===== src/logic/tcs_pkg.sv =====
package tcs_pkg;

  // ------------------------------------------------------------------
  // Clock and timing
  // ------------------------------------------------------------------
  localparam int unsigned CLK_MHZ        = 125;
  localparam int unsigned T_OFF_US       = 10;
  localparam int unsigned T_ON_MS        = 1;
  localparam int unsigned T_INIT_MS      = 300;
  localparam int unsigned T_RESET_US     = 10;
  localparam int unsigned T_LOSS_US      = 100;
  localparam int unsigned T_SOFT_MS      = 100;
  localparam int unsigned T_DATA_MS      = 1000;
  localparam int unsigned T_SERIAL_MS    = 300;
  localparam int unsigned T_WRITE_MS     = 10;
  localparam int unsigned F_SCL_MAX_KHZ  = 400;
  // Least hold time of the disable pin that clears a latched fault
  localparam int unsigned RESET_HOLD_CYC = T_RESET_US * CLK_MHZ;
  // Longest power-on time before serial access and data ready
  localparam int unsigned INIT_CYC_DEF   = T_SERIAL_MS * CLK_MHZ * 1000;

  // ------------------------------------------------------------------
  // Serial bus addresses and register map
  // ------------------------------------------------------------------
  localparam logic [6:0] DEV_ADDR_ID    = 7'h50;
  localparam logic [6:0] DEV_ADDR_DIAG  = 7'h51;
  localparam logic [7:0] DIAG_CTRL_OFS  = 8'h6e;
  localparam int unsigned BIT_HARD_DIS  = 7;
  localparam int unsigned BIT_SOFT_DIS  = 6;
  localparam int unsigned BIT_FAULT     = 2;
  localparam int unsigned BIT_SIGDET    = 1;
  localparam int unsigned BIT_READY     = 0;
  localparam logic        SOFT_DIS_RST  = 1'b0;
  localparam logic [7:0]  UNMAPPED_DATA = 8'h00;

  // ------------------------------------------------------------------
  // Serial slave states
  // ------------------------------------------------------------------
  typedef enum logic [2:0] {
    TCS_IDLE,
    TCS_ADDR,
    TCS_WPTR,
    TCS_WDATA,
    TCS_ACK,
    TCS_RDATA,
    TCS_MACK
  } tcs_state_t;

endpackage : tcs_pkg


===== src/logic/tcs_hold_if.sv =====
interface tcs_hold_if;
  logic level;
  logic done;

  modport timer (
    input  level,
    output done
  );
  modport user (
    output level,
    input  done
  );
endinterface : tcs_hold_if


===== src/logic/tcs_xcvr_ctrl.sv =====
// Overview of operation
// - A rising transmit-off pin turns the laser off within 10 us.
// - A falling transmit-off pin restores the laser within 1 ms.
// - After power-on the block is initialised, fault cleared, within 300 ms.
// - Holding the transmit-off pin high for 10 us clears the latched laser fault.
// - Loss of optical signal drops the signal-presence pin within 100 us.
// - A valid optical signal raises the signal-presence pin within 100 us.
// - Setting bit 6 of byte 110 turns the laser off within 100 ms of the write.
// - Clearing bit 6 of byte 110 restores the laser within 100 ms.
// - A transmitter fault sets bit 2 of byte 110 within 100 ms.
// - Bit 1 of byte 110 follows signal presence within 100 ms either way.
// - Bit 0 of byte 110 is set within 1000 ms of power-on.
// - The serial bus answers both device addresses within 300 ms of power-on.
// - A serial write of one to eight bytes takes effect within 10 ms of the stop.
module tcs_xcvr_ctrl #(
  parameter int unsigned INIT_CYC = tcs_pkg::INIT_CYC_DEF
) (
  // Clock and power-on reset
  input  wire logic clk_sys_i,
  input  wire logic rst_n_i,
  // Transmitter pins and laser
  input  wire logic tx_disable_i,
  input  wire logic laser_fault_i,
  output wire logic laser_en_o,
  output wire logic tx_fault_o,
  // Receiver
  input  wire logic rx_signal_i,
  output wire logic sig_det_o,
  // Two-wire serial bus
  input  wire logic scl_i,
  input  wire logic sda_i,
  output wire logic sda_o,
  output wire logic sda_oe_o,
  output wire logic serial_ready_o
);

  typedef struct packed {
    logic                scl_s1;
    logic                scl_s2;
    logic                scl_s3;
    logic                sda_s1;
    logic                sda_s2;
    logic                sda_s3;
    logic                dis_s1;
    logic                dis_s2;
    logic                flt_s1;
    logic                flt_s2;
    logic                sig_s1;
    logic                sig_s2;
    logic [31:0]         init_cnt;
    logic                init_done;
    logic                fault;
    logic                soft_dis;
    logic                laser_en;
    tcs_pkg::tcs_state_t state;
    tcs_pkg::tcs_state_t ack_from;
    logic [2:0]          cnt;
    logic                done;
    logic [7:0]          shreg;
    logic [7:0]          ptr;
    logic                sel_diag;
    logic                rd;
    logic                sda_drv;
    logic                wr_pend;
    logic                wr_val;
  } tcs_ctrl_st_t;

  tcs_ctrl_st_t q;
  tcs_ctrl_st_t d;

  logic       scl_rise;
  logic       scl_fall;
  logic       bus_start;
  logic       bus_stop;
  logic [7:0] status;

  tcs_hold_if hold_dis ();

  // ------------------------------------------------------------------
  // Fault-clear qualifier on the transmit-off pin
  // ------------------------------------------------------------------
  assign hold_dis.level = q.dis_s2;

  tcs_hold_timer #(
    .N (tcs_pkg::RESET_HOLD_CYC)
  ) u_hold_dis (
    .clk_sys_i (clk_sys_i),
    .rst_n_i   (rst_n_i),
    .hold      (hold_dis)
  );

  // ------------------------------------------------------------------
  // Bus conditions from synchronised lines
  // ------------------------------------------------------------------
  assign scl_rise  = q.scl_s2 & ~q.scl_s3;
  assign scl_fall  = ~q.scl_s2 & q.scl_s3;
  assign bus_start = q.scl_s2 & q.scl_s3 & q.sda_s3 & ~q.sda_s2;
  assign bus_stop  = q.scl_s2 & q.scl_s3 & ~q.sda_s3 & q.sda_s2;

  always_comb begin
    status                        = 8'h00;
    status[tcs_pkg::BIT_HARD_DIS] = q.dis_s2;
    status[tcs_pkg::BIT_SOFT_DIS] = q.soft_dis;
    status[tcs_pkg::BIT_FAULT]    = q.fault;
    status[tcs_pkg::BIT_SIGDET]   = q.sig_s2;
    status[tcs_pkg::BIT_READY]    = q.init_done;
  end

  function automatic logic [7:0] rd_byte(input logic       sel,
                                         input logic [7:0] ptr,
                                         input logic [7:0] stat);
    rd_byte = tcs_pkg::UNMAPPED_DATA;
    if (sel && ptr == tcs_pkg::DIAG_CTRL_OFS) begin
      rd_byte = stat;
    end
  endfunction : rd_byte

  // ------------------------------------------------------------------
  // Next state
  // ------------------------------------------------------------------
  always_comb begin
    d        = q;
    d.scl_s1 = scl_i;
    d.scl_s2 = q.scl_s1;
    d.scl_s3 = q.scl_s2;
    d.sda_s1 = sda_i;
    d.sda_s2 = q.sda_s1;
    d.sda_s3 = q.sda_s2;
    d.dis_s1 = tx_disable_i;
    d.dis_s2 = q.dis_s1;
    d.flt_s1 = laser_fault_i;
    d.flt_s2 = q.flt_s1;
    d.sig_s1 = rx_signal_i;
    d.sig_s2 = q.sig_s1;

    // Power-on initialisation
    if (!q.init_done) begin
      d.fault = 1'b0;
      if (q.init_cnt == INIT_CYC - 1) begin
        d.init_done = 1'b1;
      end else begin
        d.init_cnt = q.init_cnt + 32'h1;
      end
    end else begin
      // A fault present in the clearing cycle still latches
      if (hold_dis.done) begin
        d.fault = 1'b0;
      end
      if (q.flt_s2) begin
        d.fault = 1'b1;
      end
    end

    // Any off source (pin, soft bit, fault or unfinished init) keeps the laser dark
    d.laser_en = q.init_done & ~q.dis_s2 & ~q.soft_dis & ~q.fault;

    // Serial slave
    // Traffic before initialisation ends is ignored
    if (!q.init_done) begin
      d.state   = tcs_pkg::TCS_IDLE;
      d.sda_drv = 1'b0;
    end else if (bus_start) begin
      d.state   = tcs_pkg::TCS_ADDR;
      d.cnt     = 3'd0;
      d.done    = 1'b0;
      d.sda_drv = 1'b0;
    end else if (bus_stop) begin
      if (q.wr_pend) begin
        d.soft_dis = q.wr_val;
        d.wr_pend  = 1'b0;
      end
      d.state   = tcs_pkg::TCS_IDLE;
      d.sda_drv = 1'b0;
      d.done    = 1'b0;
    end else begin
      case (q.state)
        tcs_pkg::TCS_ADDR, tcs_pkg::TCS_WPTR, tcs_pkg::TCS_WDATA: begin
          if (scl_rise) begin
            d.shreg = {q.shreg[6:0], q.sda_s2};
            d.cnt   = q.cnt + 3'd1;
            if (q.cnt == 3'd7) begin
              d.done = 1'b1;
            end
          end else if (scl_fall && q.done) begin
            d.done     = 1'b0;
            d.ack_from = q.state;
            d.state    = tcs_pkg::TCS_ACK;
            d.sda_drv  = 1'b1;
            if (q.state == tcs_pkg::TCS_ADDR) begin
              d.sel_diag = q.shreg[1];
              d.rd       = q.shreg[0];
              if (q.shreg[7:1] != tcs_pkg::DEV_ADDR_ID &&
                  q.shreg[7:1] != tcs_pkg::DEV_ADDR_DIAG) begin
                d.state   = tcs_pkg::TCS_IDLE;
                d.sda_drv = 1'b0;
              end
            end else if (q.state == tcs_pkg::TCS_WPTR) begin
              d.ptr = q.shreg;
            end else begin
              if (q.sel_diag && q.ptr == tcs_pkg::DIAG_CTRL_OFS) begin
                d.wr_pend = 1'b1;
                d.wr_val  = q.shreg[tcs_pkg::BIT_SOFT_DIS];
              end
              d.ptr = q.ptr + 8'h01;
            end
          end
        end
        tcs_pkg::TCS_ACK: begin
          // Acknowledge is released after the clock falls
          if (scl_fall) begin
            d.sda_drv = 1'b0;
            d.cnt     = 3'd0;
            case (q.ack_from)
              tcs_pkg::TCS_ADDR: begin
                if (q.rd) begin
                  d.shreg   = rd_byte(q.sel_diag, q.ptr, status);
                  d.sda_drv = ~d.shreg[7];
                  d.state   = tcs_pkg::TCS_RDATA;
                end else begin
                  d.state = tcs_pkg::TCS_WPTR;
                end
              end
              default: begin
                d.state = tcs_pkg::TCS_WDATA;
              end
            endcase
          end
        end
        tcs_pkg::TCS_RDATA: begin
          if (scl_rise) begin
            d.cnt = q.cnt + 3'd1;
            if (q.cnt == 3'd7) begin
              d.done = 1'b1;
            end
          end else if (scl_fall) begin
            if (q.done) begin
              d.done    = 1'b0;
              d.sda_drv = 1'b0;
              d.state   = tcs_pkg::TCS_MACK;
            end else begin
              d.shreg   = {q.shreg[6:0], 1'b0};
              d.sda_drv = ~q.shreg[6];
            end
          end
        end
        tcs_pkg::TCS_MACK: begin
          if (scl_rise) begin
            if (q.sda_s2) begin
              d.state = tcs_pkg::TCS_IDLE;
            end else begin
              d.done = 1'b1;
            end
          end else if (scl_fall && q.done) begin
            d.done    = 1'b0;
            d.cnt     = 3'd0;
            d.ptr     = q.ptr + 8'h01;
            d.shreg   = rd_byte(q.sel_diag, q.ptr + 8'h01, status);
            d.sda_drv = ~d.shreg[7];
            d.state   = tcs_pkg::TCS_RDATA;
          end
        end
        default: begin
          d.sda_drv = 1'b0;
          d.done    = 1'b0;
        end
      endcase
    end
  end

  // ------------------------------------------------------------------
  // State register
  // ------------------------------------------------------------------
  always_ff @(posedge clk_sys_i) begin
    if (!rst_n_i) begin
      q          <= '0;
      q.scl_s1   <= 1'b1;
      q.scl_s2   <= 1'b1;
      q.scl_s3   <= 1'b1;
      q.sda_s1   <= 1'b1;
      q.sda_s2   <= 1'b1;
      q.sda_s3   <= 1'b1;
      q.soft_dis <= tcs_pkg::SOFT_DIS_RST;
      q.state    <= tcs_pkg::TCS_IDLE;
      q.ack_from <= tcs_pkg::TCS_IDLE;
    end else begin
      q <= d;
    end
  end

  // ------------------------------------------------------------------
  // Outputs
  // ------------------------------------------------------------------
  assign laser_en_o     = q.laser_en;
  assign tx_fault_o     = q.fault;
  assign sig_det_o      = q.sig_s2;
  assign sda_o          = 1'b0;
  assign sda_oe_o       = ~q.sda_drv;
  assign serial_ready_o = q.init_done;

endmodule : tcs_xcvr_ctrl


===== src/logic/tcs_hold_timer.sv =====
module tcs_hold_timer #(
  parameter int unsigned N = 16
) (
  // Clock and reset
  input wire logic   clk_sys_i,
  input wire logic   rst_n_i,
  // Level and its qualified form
  tcs_hold_if.timer  hold
);

  typedef struct packed {
    logic [15:0] cnt;
    logic        done;
  } tcs_hold_st_t;

  tcs_hold_st_t q;
  tcs_hold_st_t d;

  // ------------------------------------------------------------------
  // Done rises once the level has stood high for N cycles
  // ------------------------------------------------------------------
  always_comb begin
    d = q;
    if (!hold.level) begin
      d.cnt  = 16'h0000;
      d.done = 1'b0;
    end else if (q.cnt == 16'(N - 1)) begin
      d.done = 1'b1;
    end else begin
      d.cnt = q.cnt + 16'h0001;
    end
  end

  always_ff @(posedge clk_sys_i) begin
    if (!rst_n_i) begin
      q <= '0;
    end else begin
      q <= d;
    end
  end

  assign hold.done = q.done;

endmodule : tcs_hold_timer


===== config.mk =====
export PLATFORM = sky130hd
export DESIGN_NAME = tcs_xcvr_ctrl
export DESIGN_NICKNAME = d
export VERILOG_FILES = /design/src/logic/tcs_pkg.sv /design/src/logic/tcs_hold_if.sv /design/src/logic/tcs_xcvr_ctrl.sv /design/src/logic/tcs_hold_timer.sv
export SDC_FILE = /design/constraint.sdc
export NUM_CORES = 1
export LEC_CHECK = 0
export BUFFER_PORTS_ARGS = -buffer_cell sky130_fd_sc_hd__buf_2
export CAP_MARGIN = 20
export CORE_MARGIN = 3
export CORE_UTILIZATION = 45
export CTS_CLUSTER_DIAMETER = 50
export DETAILED_ROUTE_END_ITERATION = 6
export PLACE_DENSITY = 0.57
export SYNTH_ARGS = -nofsm -noshare
export SYNTH_HDL_FRONTEND = slang
export SYNTH_SLANG_ARGS = --single-unit
export TNS_END_PERCENT = 5

===== constraint.sdc =====
create_clock -name clk_sys_i -period 3.2 [get_ports clk_sys_i]
set_input_delay 0 -clock clk_sys_i [delete_from_list [all_inputs] [get_ports clk_sys_i]]
set_output_delay 0 -clock clk_sys_i [all_outputs]
set_load 0.005 [all_outputs]

==> metrics.md, run 1 <==
| Metric | Value |
|---|---|
| Routed WL | `roughly 11,000 um` |
| Path depth of the worst reg2reg path | `6` |
| Filler instances | `995` |
| Die Width | `111 um` |
| Final hold slack | `between 0.1 and 0.15 ns` |
| Vias in the first global route | `roughly 4,000` |
| Post-placement cell count | `between 700 and 800` |
| Yosys top cell by area | `dfxtp_1` |
| Clock sink total | `96` |
| Max stage delay cell, worst path | `dfxtp_1` |
| CP Class | `reg -> reg` |
| Sequential area share after synthesis | `0.388` |
| Final Core Density | `0.510` |
| Syn Nets | `around 610` |
| Pwr Total | `roughly 0.0022 W` |
| Total CTS buffers | `9` |
| CP max stage delay | `~0.7 ns` |
| WP depth | `6` |
| Layout cells sized above 1 | `0.0748` |
| Detailed placer's ending HPWL | `around 7700 um` |
| Hold Path Sink | `q[76]` |
| Post_cts resized | `0` |
| EDFF count, synth | `0` |
| Top_reg_cell synth | `dfxtp_1` |
| Clock buffer depth | `2` |
| Reg area | `1920 um2` |
| CTS tree | `built` |
| Crit-path cells | `nor2b_1 > a32o_1 > o2111ai_1 > buf_4 > or4_1 > o311ai_0` |
| R2r setup slk | `around 0.75 ns` |
| WP data required | `roughly 3.5 ns` |
| Clk_lat worst skew | `roughly 0.36 ns` |
| First-pass GRT wire length | `~19,000 um` |
| Cell Area, Synth | `roughly 5000 um2` |
| Max-Cap Viols | `0` |
| Slew @ Worst Pin | `0.858 ns` |
| Die area | `roughly 12,000 um2` |
| Global Route Usage Sum | `0.185` |
| Area Growth Syn to Fin | `8.21%` |
| Yosys cell types | `around 70` |
| Period utilization | `0.767` |
| CTS H-tree lvls | `3` |
| Via count | `~4,200` |
| Worst hold path type | `in -> reg` |
| Post-Syn Area per Cell | `about 8.3 um2` |
| Root Driver | `clkbuf_8` |
| Final Max Tran Viols | `0` |
| Endpoints failing setup | `0` |
| CP endpoint kind | `flip-flop` |
| Post-synth top area share | `0.388` |
| Num rows | `37` |
| Post-Layout Cell Count | `approximately 740` |
| Final GP Congestion | `slightly above 0.8` |
| Bufs and invs on worst path | `1` |
| Layout Skew | `roughly 0.01 ns` |
| DRT Pass-1 Iters | `5` |
| Initial core utilization | `0.471` |
| FF-to-FF End | `q[20]` |
| Crit start category | `flip-flop` |
| Top post-synthesis cells by area | `dfxtp_1 (39%), xor2_1 (4.8%), nor2_1 (4.0%)` |
| DRC errors left | `0` |
| Largest net degree at the start of global routing | `46` |
| CP Max Fanout | `19` |
| Initial antenna violation count | `0` |
| Crit-path leading delay family | `simple AND/OR/NAND/NOR gates` |
| Maximum clock frequency | `between 400 and 500 MHz` |
| WHS Path Cells | `2` |
| IO Count | `13` |
| Slew headroom | `0.424` |
| Antenna cells | `0` |
| Total gr overflow | `0` |
| Flops & latches, synth | `96` |
| TNS Setup | `0 ns` |
| Max IR drop VDD | `~0.00032 V` |
| Worst reg2reg path startpoint | `q[30]` |
| Cts hold-fix bufs | `5` |
| RSZ-0062 raised after global routing | `no` |
| Nets | `between 600 and 700` |
| Post-Synthesis Cells | `594` |
| Status | `complete, no violations` |
| Wire per inst | `~15 um` |
| Clock-pin slew on the worst setup and hold paths | `approximately 0.090 ns` |
| Port Buffers | `11` |
| Post-CTS Setup Bufs | `0` |
| Leakage power | `about 1.8 nW` |
| Post-synth ARST share | `0` |
| Crit path DAT | `between 2 and 3 ns` |
| ANT nets after route | `0` |
| Footprint of the multi-input gates | `about 2800 um2` |
| Final Hold Fails | `0` |
| PD cells | `406 nW/um2` |
| Final min period | `2.45 ns` |
| Placeable Area | `10,500 um2` |
| Vias/cell | `5.67` |
| Die Height | `111 um` |
| Synthesis warning total | `0` |
| Hold_sp | `rst_n_i` |
| DRT iter0 DRCs | `between 300 and 400` |
==> cell usage after synthesis, drive strengths merged, types with 2 or more instances <==
cell type	number
or3b	3
nand4bb	2
or4	2
or3	13
nand2	50
and4	7
a211oi	6
buf	10
o211ai	7
o31ai	3
and4b	2
a22o	2
xor2	28
o21ai	31
nand3b	5
nor2	53
xnor2	8
nand3	35
nor4b	5
dfxtp	96
and2	19
a221oi	2
ha	11
nand2b	14
mux2i	6
o21a	2
o311ai	2
a21oi	35
nand4b	2
and3b	3
nor4	8
nor3b	3
clkbuf	19
and3	12
nand4	18
o2bb2ai	2
nor2b	12
inv	13
nor3	18
a22oi	4
a211o	2
==> sequential cells by signal, indices dropped and copies added (netlist names) <==
name / count
laser_en_o: 1
hold_dis.level: 1
u_hold_dis.q: 16
d: 7
u_hold_dis.hold.done: 1
sig_det_o: 1
tx_fault_o: 1
q: 67
serial_ready_o: 1
==> layout by cell type, fill, tap and decap left out, drive strengths merged, types with 5 or more instances in the layout <==
cell type	instances
dfxtp	96
nor2	53
nand2	50
nand3	35
a21oi	35
o21ai	31
xor2	28
and2	19
nand4	18
nor3	18
buf	16
nand2b	14
inv	14
or3	13
nor2b	12
and3	12
ha	11
clkbuf	10
nor4	8
xnor2	8
o211ai	7
and4	7
mux2i	6
a211oi	6
nand3b	5
nor4b	5
dlygate4sd3	5
==> metal layers <==
metal,GRT usage,vias to the layer above,share of wire
met4,0.0616,0,0.015
met3,0.0388,14,0.045
met1,0.253,1952,0.50
li1,-,2144,-
met2,0.290,76,0.44
met5,0,-,0
==> cells by family after synthesis <==
group,synth area share
other,0.000757
xor gates and xnor gates,0.0652
AOI/OAI and AO/OA,0.145
buffers and inverters,0.0371
and+or+nand+nor,0.322
DFF,0.388
adders and majority gates,0.0278
muxes,0.0144
==> per-stage QoR <==
| step | instance area, um2 | worst slack [ns] |
|---|---|---|
| 3_5_place_dp | 5080 | 0.804 |
| 2_1_floorplan | 4950 | 1.17 |
| 3_3_place_gp | 5080 | 0.915 |
| 6_report | 5360 | 0.747 |
| 4_1_cts | 5360 | 0.776 |
| 5_1_grt | 5360 | 0.413 |
==> how the worst max path moves through the flow <==
stage	start	end	slack [ns]
2_1_floorplan	q[76]	q[7]	1.17
3_3_place_gp	q[30]	q[20]	0.91
3_5_place_dp	q[76]	q[7]	0.80
4_1_cts	q[76]	q[7]	0.78
5_1_grt	q[76]	q[9]	0.41
6_report	q[30]	q[20]	0.75
==> report_power, final <==
part	switching (W)	internal (W)
clock network	0.000437	0.000466
registers	0.00000887	0.00120
logic	0.0000370	0.0000209
==> cell type report <==
cell class | instances | area share
well taps | 136 | 0.0318
flip-flops and latches | 96 | 0.359
inverters | 13 | 0.00911
repair buffers | 21 | 0.0266
clock buffers | 10 | 0.0257
multi-input cells | 456 | 0.531
clock inverters | 6 | 0.0170
No activity file was read; power rests on OpenSTA's default activity.
==> run 2: changes to the inputs <==
--- a/config.mk
+++ b/config.mk
@@ -5,13 +5,14 @@
 export SDC_FILE = /design/constraint.sdc
 export NUM_CORES = 1
 export LEC_CHECK = 0
+export ABC_AREA = 1
 export BUFFER_PORTS_ARGS = -buffer_cell sky130_fd_sc_hd__buf_2
 export CAP_MARGIN = 20
 export CORE_MARGIN = 3
 export CORE_UTILIZATION = 45
 export CTS_CLUSTER_DIAMETER = 50
 export DETAILED_ROUTE_END_ITERATION = 6
-export PLACE_DENSITY = 0.57
+export PLACE_DENSITY = 0.59
 export SYNTH_ARGS = -nofsm -noshare
 export SYNTH_HDL_FRONTEND = slang
 export SYNTH_SLANG_ARGS = --single-unit
==> constraint.sdc (replaced) <==
create_clock -name clk_sys_i -period 2 [get_ports clk_sys_i]
set_input_delay 0 -clock clk_sys_i [delete_from_list [all_inputs] [get_ports clk_sys_i]]
set_output_delay 0 -clock clk_sys_i [all_outputs]
set_load 0.005 [all_outputs]
==> run 2 against run 1 <==
Utilization increased by 2.5 points; clock power increased by 81%; critical path depth is 4 higher; critical path type unchanged; critical endpoint is now q[23]; largest cell class unchanged.
==> metrics.md, run 2 <==
| Metric | Value |
|---|---|
| Status | `complete, no violations (unchanged)` |
| Worst hold path type | `in -> reg (unchanged)` |
| Final hold slack | `0.0838 ns (was 0.149 ns)` |
| Global Route Usage Sum | `0.219 (was 0.185)` |
| Filler instances | `1,184 (was 995)` |
| WP data required | `2.24 ns (was 3.46 ns)` |
| RSZ-0062 raised after global routing | `no (unchanged)` |
| Commonest non-fill, non-tap cells in the layout | `nand2_1 (217), dfxtp_1 (96), inv_1 (85) (was dfxtp_1 (96), nor2_1 (53), nand2_1 (50))` |
| Clock buffer depth | `2 (unchanged)` |
| Largest net degree at the start of global routing | `24 (was 46)` |
| Top post-synthesis cells by count | `nand2_1 (219), dfxtp_1 (96), inv_1 (88) (was dfxtp_1 (96), nor2_1 (53), nand2_1 (50))` |
| Top_reg_cell synth | `dfxtp_1 (unchanged)` |
| Final Hold Fails | `0 (unchanged)` |
| Pwr Total | `0.00367 W (was 0.00217 W)` |
| Max-Cap Viols | `0 (unchanged)` |
| CP max stage delay | `0.42 ns (was 0.71 ns)` |
| Most common cell after layout, fill and taps aside | `nand2_1 (was dfxtp_1)` |
| Yosys top cell by area | `dfxtp_1 (unchanged)` |
| Synthesis warning total | `0 (unchanged)` |
| Clock sink total | `96 (unchanged)` |
| Initial core utilization | `0.466 (was 0.471)` |
| Syn Nets | `834 (was 612)` |
| R2r setup slk | `0.17 ns (was 0.75 ns)` |
| CP Max Fanout | `9 (was 19)` |
| Clk_lat worst skew | `0.34 ns (was 0.36 ns)` |
| Detailed placer's ending HPWL | `10,600 um (was 7730 um)` |
| Layout cells sized above 1 | `0.139 (was 0.0748)` |
| Slew headroom | `0.647 (was 0.424)` |
| Initial antenna violation count | `0 (unchanged)` |
| Final Core Density | `0.535 (was 0.510)` |
| Slew @ Worst Pin | `0.526 ns (was 0.858 ns)` |
| Most instantiated library cell after synthesis | `nand2_1 (was dfxtp_1)` |
| CP endpoint kind | `flip-flop (unchanged)` |
| CTS H-tree lvls | `3 (unchanged)` |
| Total CTS buffers | `9 (unchanged)` |
| Largest Register | `q (unchanged)` |
| Die Width | `115 um (was 111 um)` |
| WHS Path Cells | `3 (was 2)` |
| Post-synth ARST share | `0 (unchanged)` |
| Total gr overflow | `0 (unchanged)` |
| Antenna cells | `0 (unchanged)` |
| Num rows | `39 (was 37)` |
| Yosys cell types | `40 (was 68)` |
| Reg area | `1920 um2 (unchanged)` |
| Path depth of the worst reg2reg path | `10 (was 6)` |
| Leakage power | `2.47 nW (was 1.85 nW)` |
| Placeable Area | `11,600 um2 (was 10,500 um2)` |
| Flops & latches, synth | `96 (unchanged)` |
| Layout Skew | `0.00831 ns (was 0.00986 ns)` |
| DRT iter0 DRCs | `359 (was 352)` |
| Period utilization | `0.913 (was 0.767)` |
| Footprint of the multi-input gates | `3040 um2 (was 2850 um2)` |
| Die Height | `115 um (was 111 um)` |
| Final Max Tran Viols | `0 (unchanged)` |
| DRT Pass-1 Iters | `5 (unchanged)` |
| Cell Area, Synth | `5390 um2 (was 4950 um2)` |
| Endpoints failing setup | `0 (unchanged)` |
| Final min period | `1.83 ns (was 2.45 ns)` |
| Post-Syn Area per Cell | `6.61 um2 (was 8.34 um2)` |
| FF-to-FF End | `q[23] (was q[20])` |
| DRC errors left | `0 (unchanged)` |
| Die area | `13,300 um2 (was 12,300 um2)` |
| Via count | `5,357 (was 4,186)` |
| Post-Synthesis Cells | `816 (was 594)` |
| Post-synth top area share | `0.356 (was 0.388)` |
| Root Driver | `clkbuf_16 (was clkbuf_8)` |
| Max stage delay cell, worst path | `dfxtp_1 (unchanged)` |
| PD cells | `594 nW/um2 (was 406 nW/um2)` |
| Port Buffers | `11 (unchanged)` |
| Crit start category | `flip-flop (unchanged)` |
| TNS Setup | `0 ns (unchanged)` |
| Crit path DAT | `2.06 ns (was 2.71 ns)` |
| Crit-path cells | `inv_2 > nand2_1 > nor2_1 > nand2_1 > nand2_1 > o21ai_1 > nand2_1 > inv_1 > o21ai_1 > nor2_1 (was nor2b_1 > a32o_1 > o2111ai_1 > buf_4 > or4_1 > o311ai_0)` |
| Maximum clock frequency | `547 MHz (was 408 MHz)` |
| EDFF count, synth | `0 (unchanged)` |
| Top post-synthesis cells by area | `dfxtp_1 (36%), nand2_1 (15%), a21oi_1 (6.9%) (was dfxtp_1 (39%), xor2_1 (4.8%), nor2_1 (4.0%))` |
| Nets | `882 (was 615)` |
| Top cell by count, worst path | `nand2_1` |
| Max FFs per register | `67 (unchanged)` |
| First-pass GRT wire length | `23,600 um (was 19,200 um)` |
| CP Class | `reg -> reg (unchanged)` |
| Hold_sp | `rst_n_i (unchanged)` |
| Max IR drop VDD | `0.000400 V (was 0.000324 V)` |
| Sequential area share after synthesis | `0.356 (was 0.388)` |
| Hold Path Sink | `q[76] (unchanged)` |
| Vias/cell | `5.30 (was 5.67)` |
| Final GP Congestion | `0.926 (was 0.818)` |
| Vias in the first global route | `5,045 (was 4,018)` |
| Clock-pin slew on the worst setup and hold paths | `0.07 ns (was 0.09 ns)` |
| Wire per inst | `13.7 um (was 15.1 um)` |
| ANT nets after route | `0 (unchanged)` |
| IO Count | `13 (unchanged)` |
| Worst setup path start | `q[29] (was q[30])` |
| CTS tree | `built (unchanged)` |
| Worst reg2reg path startpoint | `q[29] (was q[30])` |
| Routed WL | `13,900 um (was 11,100 um)` |
| Area Growth Syn to Fin | `14.7% (was 8.21%)` |
## run 2: changes by cell type in the layout (fill, tap and decap cells not counted), sizes merged, moves of 20 or more
| cell | change |
|---|---|
| nand2 | +181 |
| inv | +81 |
| a21oi | +50 |
| nor2 | +37 |
| buf | +35 |
| o21ai | +20 |
## run 2: cell families after synthesis
group / Yosys count / synth area share
adder cells (fa/ha/maj): 11 / 0.0255
AND/OR/NAND/NOR: 417 / 0.335
buffers and inverters: 116 / 0.0887
AO/OA/AOI/OAI: 151 / 0.155
flip-flops: 96 / 0.356
XOR/XNOR: 24 / 0.0390
other: 1 / 0.000696
## run 2: area by class of cell
| type | count | area share |
|---|---|---|
| Clock buffer | 12 | 0.0399 |
| Tap cell | 143 | 0.0289 |
| Timing Repair Buffer | 56 | 0.0656 |
| Clock inverter | 3 | 0.00425 |
| Inverter | 96 | 0.0585 |
| Sequential cell | 96 | 0.311 |
| Multi-Input combinational cell | 605 | 0.492 |
## run 2: critical path: cells and delay by family (launching register included)
family	cells	cell delay, ns
buf+inv	2	0.24
flops	1	0.42
compound gates	2	0.20
simple gates	6	0.86
## run 2: report_power, final
part           total, W  internal, W  switching (W)  leakage (nW)
Clock           0.00163     0.000883       0.000745         0.134
Sequential      0.00194      0.00193      0.0000114         0.776
Combinational  0.000106    0.0000419      0.0000642          1.56
Total           0.00367      0.00285       0.000821          2.47
## run 2: stage by stage
stage	area [um2]	setup WS, ns	std cells
after floorplan	5390	0.369	816
after global placement	5800	0.0656	989
after detailed placement	5800	0.0810	989
after CTS	6120	0.0660	1009
after global routing	6180	0.00397	1011
final	6180	0.173	1011
## run 2: metal layers
layer	up-vias	wire length, um	GRT usage
met5	-	0	0
met2	111	6430	0.350
met1	2480	6640	0.295
met3	28	526	0.0439
met4	0	299	0.0806
li1	2738	-	-
## run 2: worst max-delay path by stage
stage,end,slack (ns),cells after the start
4_1_cts,q[42],0.07,9
6_report,q[23],0.17,10
3_3_place_gp,q[13],0.07,10
5_1_grt,q[14],0.004,11
3_5_place_dp,q[13],0.08,10
2_1_floorplan,q[20],0.37,12
## run 2: what timing repair did
item / in CTS / in global routing
endpoints found under the hold margin: 5 / 0
setup buffers: 0 / 1
gates resized for setup: 0 / 12
endpoints found under the setup margin: 0 / 43
hold buffers: 5 / 0
